--- config.mk ---
export PLATFORM = sky130hd
export DESIGN_NAME = acc_channel_ctrl
export DESIGN_NICKNAME = d
export VERILOG_FILES = /design/src/rtl/acc_pkg.sv /design/src/rtl/acc_channel_ctrl.sv /design/src/rtl/acc_pin_sync.sv
export SDC_FILE = /design/constraint.sdc
export NUM_CORES = 1
export LEC_CHECK = 0
export BUFFER_PORTS_ARGS = -buffer_cell sky130_fd_sc_hd__buf_2
export CAP_MARGIN = 20
export CELL_PAD_IN_SITES_DETAIL_PLACEMENT = 2
export CELL_PAD_IN_SITES_GLOBAL_PLACEMENT = 2
export CORE_MARGIN = 3
export CORE_UTILIZATION = 28
export DETAILED_ROUTE_END_ITERATION = 12
export PLACE_DENSITY_LB_ADDON = 0.25
export REMOVE_ABC_BUFFERS = 1
export SLEW_MARGIN = 10
export SYNTH_ARGS = -nofsm -noshare
export SYNTH_HDL_FRONTEND = slang
export SYNTH_SLANG_ARGS = --single-unit
export TNS_END_PERCENT = 100
--- constraint.sdc ---
create_clock -name sys_clk -period 1.25 [get_ports sys_clk]
set_input_delay 0.125 -clock sys_clk [delete_from_list [all_inputs] [get_ports sys_clk]]
set_output_delay 0.125 -clock sys_clk [all_outputs]
set_load 0.05 [all_outputs]
--- src/rtl/acc_pkg.sv ---
`default_nettype none

package acc_pkg;

  // Width of the further control bits that share the channel control register.
  localparam int ACC_AUX_W = 4;

  // Bit positions inside the channel control register.
  localparam int ACC_ENABLE_POS = 1;
  localparam int ACC_SINGLE_POS = 2;
  localparam int ACC_AUX_POS = 3;

  // Encoding of the measurement style bit.
  localparam logic ACC_MODE_CONTINUOUS = 1'b0;
  localparam logic ACC_MODE_SINGLE = 1'b1;

  // Cycles from an enable write until the comparator core follows it.
  localparam int ACC_SYNC_CYCLES = 4;

  // Flip-flops in the chain that brings the comparator pin into sys_clk.
  localparam int ACC_PIN_STAGES = 3;

  // Channel control register image; bit 0 is reserved and reads as zero.
  typedef struct packed {
    logic [ACC_AUX_W-1:0] aux;
    logic single;
    logic enable;
    logic reserved0;
  } acc_ctrl_t;

  localparam int ACC_CTRL_W = ACC_AUX_W + 3;
  localparam acc_ctrl_t ACC_CTRL_RESET = acc_ctrl_t'(7'h00);

  // Comparator result as handed to the user side.
  typedef struct packed {
    logic level;
    logic valid;
  } acc_result_t;

  localparam acc_result_t ACC_RESULT_RESET = acc_result_t'(2'h0);

  // Channel states as seen by the comparator core.
  typedef enum logic [1:0] {
    ACC_CH_OFF = 2'b00,
    ACC_CH_SYNC_ON = 2'b01,
    ACC_CH_ON = 2'b10,
    ACC_CH_SYNC_OFF = 2'b11
  } acc_ch_state_t;

endpackage

`default_nettype wire
--- src/rtl/acc_channel_ctrl.sv ---
`timescale 1ns/1ps
`default_nettype none

module acc_channel_ctrl
  import acc_pkg::*;
#(
  parameter int SYNC_CYCLES = ACC_SYNC_CYCLES
)
(
  input wire logic sys_clk,
  input wire logic reset_n,
  input wire logic wr_valid,
  input wire acc_ctrl_t wr_data,
  output acc_ctrl_t channel_control_reg,
  output logic sync_pending_flags,
  output logic comp_enable,
  output logic comp_single,
  output logic [ACC_AUX_W-1:0] comp_aux,
  input wire logic meas_start,
  input wire logic comp_in,
  output acc_result_t comp_result
);

  localparam int CNT_W = $clog2(SYNC_CYCLES + 1);
  localparam logic [CNT_W-1:0] CNT_LAST = CNT_W'(SYNC_CYCLES - 1);
  localparam logic [CNT_W-1:0] CNT_ZERO = CNT_W'(0);
  localparam logic [CNT_W-1:0] CNT_ONE = CNT_W'(1);

  acc_ctrl_t ctrl_q;
  acc_ctrl_t ctrl_d;
  acc_ch_state_t state_q;
  acc_ch_state_t state_d;
  logic [CNT_W-1:0] cnt_q;
  logic [CNT_W-1:0] cnt_d;
  logic pending_q;
  logic pending_d;
  logic lock_q;
  logic lock_d;
  logic core_en_q;
  logic core_en_d;
  logic armed_q;
  logic armed_d;
  acc_result_t result_q;
  acc_result_t result_d;
  logic cmp_level;

  // The comparator pin is asynchronous, so it is filtered before use.
  acc_pin_sync #(
    .WIDTH(1)
  ) u_pin_sync (
    .sys_clk(sys_clk),
    .reset_n(reset_n),
    .pin_in(comp_in),
    .level_out(cmp_level)
  );

  // Write decoding kept as named wires.
  wire syncing = (state_q == ACC_CH_SYNC_ON) || (state_q == ACC_CH_SYNC_OFF);
  wire sync_done = syncing && (cnt_q == CNT_ZERO);
  wire others_open = !lock_q && !ctrl_q.enable;
  wire take_others = wr_valid && others_open;
  wire wr_enable = wr_data.enable;
  wire core_on = (state_q == ACC_CH_ON);
  wire single_mode = (ctrl_q.single == ACC_MODE_SINGLE);
  wire start_ok = core_on && single_mode && meas_start && !armed_q;

  // Register image: enable always lands at once, other bits only when open.
  always_comb
  begin
    ctrl_d = ctrl_q;
    if (wr_valid)
    begin
      ctrl_d.enable = wr_enable;
    end
    if (take_others)
    begin
      ctrl_d.single = wr_data.single;
      ctrl_d.aux = wr_data.aux;
    end
    ctrl_d.reserved0 = 1'b0;
  end

  // Channel sequencer: each write restarts the delay toward the new value.
  // A write landing in the completion cycle wins, so pending never drops
  // while a newer value is still on its way to the core.
  always_comb
  begin
    state_d = state_q;
    cnt_d = cnt_q;
    pending_d = pending_q;
    core_en_d = core_en_q;
    lock_d = lock_q;
    case (state_q)
      ACC_CH_OFF,
      ACC_CH_ON:
      begin
        state_d = state_q;
      end
      ACC_CH_SYNC_ON:
      begin
        if (sync_done)
        begin
          state_d = ACC_CH_ON;
          core_en_d = 1'b1;
          pending_d = 1'b0;
        end
        else
        begin
          cnt_d = cnt_q - CNT_ONE;
        end
      end
      ACC_CH_SYNC_OFF:
      begin
        if (sync_done)
        begin
          state_d = ACC_CH_OFF;
          core_en_d = 1'b0;
          pending_d = 1'b0;
          lock_d = 1'b0;
        end
        else
        begin
          cnt_d = cnt_q - CNT_ONE;
        end
      end
      default:
      begin
        state_d = ACC_CH_OFF;
        core_en_d = 1'b0;
      end
    endcase
    if (wr_valid)
    begin
      state_d = wr_enable ? ACC_CH_SYNC_ON : ACC_CH_SYNC_OFF;
      cnt_d = CNT_LAST;
      pending_d = 1'b1;
      if (wr_enable)
      begin
        lock_d = 1'b1;
      end
    end
  end

  // Measurement: continuous mode tracks the pin, one-shot takes one sample
  // per start request, and nothing is measured while the core is off.
  always_comb
  begin
    armed_d = armed_q;
    result_d = result_q;
    result_d.valid = 1'b0;
    if (!core_on)
    begin
      armed_d = 1'b0;
    end
    else if (!single_mode)
    begin
      armed_d = 1'b0;
      if (cmp_level != result_q.level)
      begin
        result_d.level = cmp_level;
        result_d.valid = 1'b1;
      end
    end
    else if (armed_q)
    begin
      armed_d = 1'b0;
      result_d.level = cmp_level;
      result_d.valid = 1'b1;
    end
    else if (start_ok)
    begin
      armed_d = 1'b1;
    end
  end

  // State registers; everything comes up disabled and unlocked.
  always_ff @(posedge sys_clk or negedge reset_n)
  begin
    if (!reset_n)
    begin
      ctrl_q <= ACC_CTRL_RESET;
      state_q <= ACC_CH_OFF;
      cnt_q <= CNT_ZERO;
      pending_q <= 1'b0;
      lock_q <= 1'b0;
      core_en_q <= 1'b0;
      armed_q <= 1'b0;
      result_q <= ACC_RESULT_RESET;
    end
    else
    begin
      ctrl_q <= ctrl_d;
      state_q <= state_d;
      cnt_q <= cnt_d;
      pending_q <= pending_d;
      lock_q <= lock_d;
      core_en_q <= core_en_d;
      armed_q <= armed_d;
      result_q <= result_d;
    end
  end

  // All outputs are flip-flop values; single and aux reach the core directly
  // because they are frozen while the core runs.
  assign channel_control_reg = ctrl_q;
  assign sync_pending_flags = pending_q;
  assign comp_enable = core_en_q;
  assign comp_single = ctrl_q.single;
  assign comp_aux = ctrl_q.aux;
  assign comp_result = result_q;

endmodule

`default_nettype wire

--- src/rtl/acc_pin_sync.sv ---
`timescale 1ns/1ps
`default_nettype none

module acc_pin_sync
  import acc_pkg::*;
#(
  parameter int WIDTH = 1
)
(
  input wire logic sys_clk,
  input wire logic reset_n,
  input wire logic [WIDTH-1:0] pin_in,
  output logic [WIDTH-1:0] level_out
);

  // One three-stage chain per bit; the settled level moves only when the
  // second and third stages agree, so a single metastable sample is ignored.
  genvar gi;
  generate
    for (gi = 0; gi < WIDTH; gi = gi + 1)
    begin : g_bit
      logic [ACC_PIN_STAGES-1:0] stage_q;
      logic level_q;
      wire agree = (stage_q[1] == stage_q[2]);

      // The first stage feeds only the second stage.
      always_ff @(posedge sys_clk or negedge reset_n)
      begin
        if (!reset_n)
        begin
          stage_q <= '0;
          level_q <= 1'b0;
        end
        else
        begin
          stage_q <= {stage_q[1:0], pin_in[gi]};
          if (agree)
          begin
            level_q <= stage_q[2];
          end
        end
      end

      assign level_out[gi] = level_q;
    end
  endgenerate

endmodule

`default_nettype wire

; ---- Word level (Yosys, flattened, before mapping)
; Index checks and enable logic that the tools add are counted.
[word_totals]
reg_bits = 21
elab_cells = 74
input_bits = 12
[classes]
mux = 25
eq_ne = 12
reduce_logical = 23
add_sub_neg = 1
[ops]
columns = cell, n
row1 = $mux 2, 7
row2 = $mux 1, 13
row3 = $mux 3, 3
row4 = $reduce_and 3->1, 3
row5 = $ne 2x2->1 const B, 4
row6 = $reduce_bool 2->1, 4
row7 = $logic_and 1x1->1, 6
row8 = $ne 3x3->1 const B, 2
row9 = $eq 2x2->1 const B, 2
row10 = $pmux 2 s2, 1
row11 = $reduce_and 2->1, 2
row12 = $reduce_or 2->1, 2
row13 = $logic_not 1->1, 3
row14 = $logic_not 3->1, 1
row15 = $sub 3x1->3 const B, 1
row16 = $eq 2x1->1 const B, 1
row17 = $logic_not 2->1, 1
row18 = $ne 2x1->1 const B, 1
row19 = $pmux 1 s2, 1
row20 = $eq 1x1->1, 1
row21 = $logic_or 1x1->1, 1
row22 = $ne 1x1->1, 1

; ---- Longest topological paths before layout
; Gate-level depths: netlist (run 1).
[depth]
ltp_word = 8
depth_mapped = 6
depth_no_buf = 6

; ---- Cells and area by module
; A second synthesis (run 1) with hierarchy kept.
[hier_totals]
hier_cells = 70
hier_area_um2 = 910.9
[modules_own_cells]
columns = module, cells_per_inst, area_per_inst_um2, n_inst
row1 = acc_channel_ctrl, 65, 799.5, 1
row2 = acc_pin_sync, 5, 111.4, 1

; ---- Least setup slack after synthesis (run 1)
; No wires, ideal clock.
[synth_timing]
path_type = flip-flop to flip-flop
start = register result_q (netlist bit comp_result[1])
end = register result_q (netlist bit comp_result[1])
n_path_buf = 0
stages_incl_launch_ff = 6
setup_ns = 0.079
path_slack_ns = -0.466
arrival_time_ns = 1.637
cell_sequence = dfrtp_1 -> inv_1 -> ha_1 -> nor2b_1 -> nor4b_4 -> mux2i_1
[synth_via]
elab_chain_len = 3
[synth_rtl]
columns = element, line_no
row1 = from (decl), acc_channel_ctrl.sv:43  ; acc_result_t result_q;
row2 = from (signal assigned), acc_channel_ctrl.sv:199  ; result_q <= result_d;
row3 = $ne 1x1->1, acc_channel_ctrl.sv:158  ; if (cmp_level != result_q.level)
row4 = $reduce_bool 2->1 (no line), n/a
row5 = $reduce_and 3->1 (no line), n/a
; Every way passes these cells.
; A chain may end at the register's enable or synchronous reset.

; ---- Worst setup path after layout (run 1)
[layout_timing]
start = register u_pin_sync.g_bit[0].level_q (netlist: u_pin_sync.level_out)
end = register result_q (netlist bit comp_result[1])
[layout_via]
elab_chain_len = 3
[layout_rtl]
columns = element, line_no
row1 = from (decl), acc_pin_sync.sv:23  ; logic level_q;
row2 = from (signal assigned), acc_pin_sync.sv:39  ; level_q <= stage_q[2];
row3 = $ne 1x1->1, acc_channel_ctrl.sv:158
row4 = $reduce_bool 2->1 (no line), n/a
row5 = $reduce_and 3->1 (no line), n/a
; Several ways; a longest one is shown, not always the timed one. The select of a mux whose other input is x is not followed.

==> out/qor.csv, run 1 <==
stage,metric,value,unit
outcome,outcome,"finished, violations left",
yosys,"Async S/R FF share, synth",100,%
floorplan,die area,3970,um^2
cts,Worst-Skew Late Latency,300,ps
floorplan,Initial Util,29.6,%
setup_path,"Data arrival, critical path",1620,ps
setup_path,crit start category,flop,
hold_path,WHS Endpoint,comp_aux[0],
final_layout,Nets,121,
power_and_ir_drop,Flop pwr share,32.3,%
setup_path,CP Class,flop to flop,
power_and_ir_drop,PwrDens,2530,nW/um^2
sta,fin crit share,111,%
placement,RePlAce Congestion,0.682,
hold_path,hold_sp,wr_data[3],
power_and_ir_drop,clock share of power,10.3,%
setup_path,cells on worst reg2reg path,4,
sta,fmax,719,MHz
sta,Setup Total Neg Slack,-417,ps
run,MaxCap Viol Count,0,
global_routing,initial antenna violation count,0,
yosys,sequential-to-total area share from yosys stat,57.8,%
setup_path,CP endpoint kind,flop,
final_layout,FF+latch area,526,um^2
drt,drt pass-1 iters,4,
placement,Detailed Place HPWL,1410,um
yosys,ys flop type,dfrtp_1,
global_routing,largest net degree at the start of global routing,22,
final_layout,share of cells above drive strength 1,54.3,%
sta,Hold Fails Final Rpt,0,
placement,port bufs,25,
sta,Final Max Slew Viols,0,
drt,via count,616,
floorplan,Core Region,3080,um^2
setup_path,FF-to-FF End,comp_result[1],
sta,Final Skew,0.702,ps
final_layout,antenna fix cells,0,
outcome,failing checks,setup timing,
floorplan,Die Span Y,63.0,um
power_and_ir_drop,total chip power,3.17,mW
yosys,syn avg cell area,13.0,um^2
sta,min Tclk post-route,1390,ps
global_routing,All-Layer GR Usage,10.7,%
floorplan,Die W,63.0,um
sta,Final Setup Violations,7,
setup_path,worst path required time,1480,ps
drt,Post-DRT Antenna Nets,0,
setup_path,r2r setup slk,-140,ps
global_routing,total gr overflow,0,
yosys,Syn Std Cell Area,910,um^2
yosys,Cells after Synth,70,
final_layout,final core utilization,40.7,%
cts,clk buf depth,2,
floorplan,io pins,28,
drt,DR vias/cell,4.13,
placement,DP Worst Slack,-197,ps
cts,H-tree Lvls,1,
setup_path,reg-to-reg critical path startpoint,u_pin_sync.level_out,
setup_path,"Max FO, Critical Path",2,
final_layout,fill count,341,
power_and_ir_drop,Psw,1.50,mW
power_and_ir_drop,combinational power share,57.4,%
yosys,"FF+latch count, synth",21,
floorplan,row count,20,
drt,final WL,1980,um
final_layout,area of the multi-input gates,389,um^2
sta,RSZ-0062 raised after global routing,true,
final_layout,fin area,1250,um^2
drt,WL/cell,13.3,um
power_and_ir_drop,Power Internal,1.67,mW
cts,Clock transition at path regs,110,ps
yosys,number of synthesized flops with an enable pin,0,
cts,CTS buffer count,3,
hold_path,Worst Hold Path Cells,2,
cts,clock sink total,21,
final_layout,max reg flops,4,
power_and_ir_drop,sw frac,47.2,%
drt,drt drc,0,
placement,placed inst area,1100,um^2
cts,Root Driver,clkbuf_4,
cts,CTS tree,built,
drt,Initial DRC Count,7,
global_routing,number of global-route vias before repair,692,
final_layout,Synth-to-Final Area Change,37.8,%
power_and_ir_drop,Static Leak,0.606,nW
yosys,"Distinct cells, synth",24,
yosys,Yosys warnings,0,
sta,Final WS setup,-140,ps
hold_path,Worst Hold Class,input pin to flop,
global_routing,first-pass GRT wire length,3230,um
power_and_ir_drop,VDD IR-drop max,0.759,mV
power groups by stage:
stage          registers [mW]  logic (mW)  clock network [mW]
2_1_floorplan            1.72       0.403                   0
3_3_place_gp             1.01        1.53                   0
3_5_place_dp             1.02        1.55                   0
4_1_cts                  1.02        1.68               0.341
5_1_grt                  1.06        1.94               0.363
6_report                 1.02        1.82               0.325
cells by family after synthesis:
logic type                 after synthesis  synth area share (%)
AOI/OAI and AO/OA                        6                  4.54
xor gates and xnor gates                 2                  1.93
adders and majority gates                4                  5.23
buffers and inverters                   12                  8.25
DFF                                     21                  57.8
muxes                                    7                  8.39
other                                    1                 0.412
and+or+nand+nor                         17                  13.5
layout by cell type, fill, tap and decap left out:
cell type and n:
nand2_1 5, clkbuf_4 4, o21a_1 1, and2b_2 1, mux2_4 5, inv_2 3
ha_4 3, nand2b_1 3, nor4b_4 1, maj3_1 1, a211o_1 1, a21o_1 1
nor2b_4 1, and4b_1 1, a211oi_2 1, nor3b_4 1, buf_2 22, o21ai_0 2
buf_6 1, nor2b_1 1, mux2i_1 2, xnor2_1 1, xnor2_2 1, nor2_2 1
conb_1 1, nand3_1 1, buf_4 12, dlygate4sd3_1 2, dfrtp_1 21, clkbuf_1 1
inv_1 2, nor2_1 1
cell type report:
class	instances	area share, %
multi-input cells	37	31.0
clock buffers	4	2.10
well taps	44	4.39
repair buffers	38	19.1
flip-flops and latches	21	41.9
inverters	5	1.50
metal layers:
metal / track usage, % / up-vias / part of all wire, %
met5: 0 / - / 0
met4: 4.96 / 0 / 1.1
met3: 3.06 / 2 / 3.5
met2: 18.3 / 13 / 53
met1: 12.1 / 310 / 42
li1: - / 291 / -
what timing repair did:
action	in CTS	in global routing
resized for setup	12	11
setup buffers	1	1
endpoints found under the setup margin	7	15
endpoints found under the hold margin	22	0
hold buffers	2	0
pin swaps	4	3
worst max-delay path, cell delays in order (launching register included):
cell	delay (ps)
dfrtp_1	430
ha_4	250
nor2b_4	130
nor4b_4	300
mux2i_1	220
per-stage QoR:
stage,hold slack [ps],cells
2_1_floorplan,-171,63
3_3_place_gp,119,141
3_5_place_dp,119,141
4_1_cts,39.3,148
5_1_grt,39.6,149
6_report,51.6,149
how the worst max path moves through the flow:
stage | startpoint | cells past startpoint | to | slack (ps)
CTS | u_pin_sync.level_out | 4 | comp_result[1] | -150
finish | u_pin_sync.level_out | 4 | comp_result[1] | -140
global placement | comp_result[1] | 5 | comp_result[1] | -140
global route | comp_result[1] | 5 | comp_result[1] | -240
floorplan | comp_result[1] | 5 | comp_result[1] | -480
detailed placement | comp_result[1] | 5 | comp_result[1] | -200
cell usage after synthesis (2+ instances only):
| cell | number | area share, % |
|---|---|---|
| nand2b_1 | 3 | 2.1 |
| nor2b_1 | 2 | 1.4 |
| dfrtp_1 | 21 | 58 |
| o21ai_0 | 2 | 1.1 |
| xnor2_1 | 2 | 1.9 |
| nand2_1 | 5 | 2.1 |
| nor2_1 | 2 | 0.83 |
| buf_4 | 6 | 5.0 |
| inv_1 | 5 | 2.1 |
| mux2i_1 | 2 | 2.2 |
| ha_1 | 3 | 4.1 |
| mux2_2 | 5 | 6.2 |
(Power assumes the default switching activity.)
==> run 2: changes to the inputs <==
--- a/config.mk
+++ b/config.mk
@@ -11,6 +11,7 @@
 export CELL_PAD_IN_SITES_GLOBAL_PLACEMENT = 2
 export CORE_MARGIN = 3
 export CORE_UTILIZATION = 28
+export CTS_BUF_LIST = sky130_fd_sc_hd__clkbuf_16
 export DETAILED_ROUTE_END_ITERATION = 12
 export PLACE_DENSITY_LB_ADDON = 0.25
 export REMOVE_ABC_BUFFERS = 1
==> run 2 against run 1 <==
Net effect: critical path type unchanged; count of clock-buffer cells in the layout fell by 1; cell count fell by 0.67%; first-iteration DRC count fell by 29%; critical endpoint unchanged; highest routed layer unchanged; the flow still finishes with violations (setup timing).
==> out/qor.csv, run 2 (synthesis results as in run 1) <==
stage,metric,value,unit,change
setup_path,CP endpoint kind,flop,,
cts,clock sink total,21,,unchanged
setup_path,crit start category,flop,,
cts,CTS buffer count,3,,unchanged
cts,CTS tree,built,,
cts,Worst-Skew Late Latency,250,ps,-50 ps
setup_path,"Data arrival, critical path",1530,ps,-90 ps
floorplan,row count,20,,unchanged
final_layout,final core utilization,41.7,%,+1.0 points
floorplan,Initial Util,29.6,%,unchanged
final_layout,Nets,120,,-0.83%
power_and_ir_drop,combinational power share,50.8,%,-6.6 points
placement,Detailed Place HPWL,1410,um,unchanged
setup_path,"Max FO, Critical Path",2,,unchanged
global_routing,All-Layer GR Usage,11.3,%,+0.68 points
power_and_ir_drop,VDD IR-drop max,0.931,mV,+23%
final_layout,antenna fix cells,0,,unchanged
global_routing,largest net degree at the start of global routing,22,,unchanged
power_and_ir_drop,Power Internal,1.92,mW,+15%
global_routing,initial antenna violation count,0,,unchanged
power_and_ir_drop,Flop pwr share,30.0,%,-2.3 points
final_layout,most frequent cells in the layout,"buf_2 (24), dfrtp_1 (21), buf_4 (9)",,
placement,RePlAce Congestion,0.682,,unchanged
sta,Hold Fails Final Rpt,0,,unchanged
sta,Final Setup Violations,7,,unchanged
setup_path,cells on worst reg2reg path,4,,unchanged
final_layout,share of cells above drive strength 1,55.8,%,+1.5 points
floorplan,die area,3970,um^2,unchanged
setup_path,CP Class,flop to flop,,
global_routing,total gr overflow,0,,unchanged
hold_path,Worst Hold Class,input pin to flop,,
sta,Final WS setup,-111,ps,+29.4 ps
setup_path,worst path required time,1420,ps,-60 ps
placement,placed cells,141,,unchanged
drt,Initial DRC Count,5,,-2
cts,Clock transition at path regs,50,ps,-60 ps
setup_path,r2r setup slk,-110,ps,+30 ps
drt,DR vias/cell,4.15,,+0.35%
final_layout,fill count,340,,-0.29%
final_layout,Synth-to-Final Area Change,41.3,%,
sta,fin crit share,109,%,-2.3 points
outcome,failing checks,setup timing,,
hold_path,WHS Endpoint,comp_aux[0],,
power_and_ir_drop,Static Leak,0.615,nW,+1.6%
setup_path,FF-to-FF End,comp_result[1],,
drt,drt pass-1 iters,2,,-2
cts,clk buf depth,2,,unchanged
sta,fmax,735,MHz,+2.2%
drt,final WL,2010,um,+1.7%
final_layout,Non-Filler Instances,148,,-0.67%
power_and_ir_drop,Psw,1.52,mW,+1.8%
sta,Final Max Slew Viols,0,,unchanged
final_layout,"most common cell after layout, fill and taps aside",buf_2,,
setup_path,critical path's top delay family,flip-flops,,
sta,Setup Total Neg Slack,-259,ps,+158 ps
drt,drt drc,0,,unchanged
sta,Final Skew,3.37,ps,+2.67 ps
hold_path,Worst Hold Path Cells,2,,unchanged
setup_path,CP Buf/Inv Count,0,,unchanged
setup_path,max incr delay on CP,410,ps,-20 ps
cts,Root Driver,clkbuf_16,,
final_layout,max reg flops,4,,unchanged
global_routing,first-pass GRT wire length,3380,um,+4.7%
sta,RSZ-0062 raised after global routing,true,,
setup_path,CP Cell Sequence,"ha_4, nor2b_4, nor4b_4, mux2i_1",,
outcome,outcome,"finished, violations left",,
run,MaxCap Viol Count,0,,unchanged
sta,tightest hold margin,104,ps,+52.9 ps
floorplan,Die Span Y,63.0,um,unchanged
setup_path,slowest CP cell,dfrtp_1,,
placement,port bufs,25,,unchanged
global_routing,number of global-route vias before repair,690,,-0.29%
floorplan,Core Region,3080,um^2,unchanged
sta,min Tclk post-route,1360,ps,-29.4 ps
hold_path,hold_sp,wr_data[3],,
power_and_ir_drop,total chip power,3.45,mW,+8.8%
power_and_ir_drop,sw frac,44.2,%,-3.0 points
drt,via count,614,,-0.32%
drt,WL/cell,13.6,um,+2.4%
floorplan,Die W,63.0,um,unchanged
drt,Post-DRT Antenna Nets,0,,unchanged
power_and_ir_drop,PwrDens,2680,nW/um^2,+6.2%
floorplan,io pins,28,,unchanged
power_and_ir_drop,clock share of power,19.2,%,+8.9 points
cts,H-tree Lvls,1,,unchanged
setup_path,reg-to-reg critical path startpoint,u_pin_sync.level_out,,
==> run 2: changes by cell type in the layout (fill, tap and decap cells not counted), moves of 2 or more <==
| cell | delta |
|---|---|
| mux2_4 | -5 |
| buf_2 | +2 |
| mux2_2 | +5 |
| clkbuf_4 | -3 |
| clkbuf_16 | +3 |
| buf_4 | -3 |
==> run 2: layout make-up <==
cell class	count	area [um^2]	share of cell area (%)
Tap cell	44	55.1	4.28
Clock inverter	1	3.75	0.292
Multi-Input combinational cell	37	380	29.6
Inverter	5	18.8	1.46
Clock buffer	3	75.1	5.84
Timing Repair Buffer	37	226	17.6
Sequential cell	21	526	40.9
==> run 2: per-stage QoR <==
| step | cell area [um^2] | setup WS [ps] |
|---|---|---|
| after floorplan | 853 | -484 |
| after global placement | 1100 | -138 |
| after detailed placement | 1100 | -197 |
| after CTS | 1260 | -138 |
| after global routing | 1280 | -211 |
| final | 1280 | -111 |
==> run 2: power groups by stage <==
stage / combinational [mW] / sequential [mW] / clock [mW]
final: 1.75 / 1.04 / 0.660
after global routing: 1.88 / 1.07 / 0.710
after CTS: 1.69 / 1.03 / 0.687
after detailed placement: 1.55 / 1.02 / 0
after global placement: 1.53 / 1.01 / 0
after floorplan: 0.403 / 1.72 / 0
==> run 2: worst register-to-register path: stages (launching register included) <==
cell and delay [ps]:
dfrtp_1 410, ha_4 250, nor2b_4 120, nor4b_4 280
mux2i_1 220
==> run 2: worst max-delay path by stage <==
stage                                     from  slack, ps              to  cells past startpoint
after global routing            comp_result[1]       -210  comp_result[1]                      5
final                     u_pin_sync.level_out       -110  comp_result[1]                      4
after CTS                 u_pin_sync.level_out       -140  comp_result[1]                      4
after detailed placement        comp_result[1]       -200  comp_result[1]                      5
after global placement          comp_result[1]       -140  comp_result[1]                      5
after floorplan                 comp_result[1]       -480  comp_result[1]                      5
==> run 2: layer usage <==
| layer | track usage, % | part of all wire, % |
|---|---|---|
| met5 | 0 | 0 |
| met4 | 8.26 | 3.3 |
| met3 | 1.98 | 3.1 |
| met2 | 19.2 | 54 |
| met1 | 12.6 | 39 |
==> run 2: repair_timing <==
action	4_1_cts	5_1_grt
pin swaps	5	5
endpoints found under the hold margin	22	0
endpoints found under the setup margin	8	14
gates resized for setup	12	6
buffers inserted	1	0
hold buffers	2	0
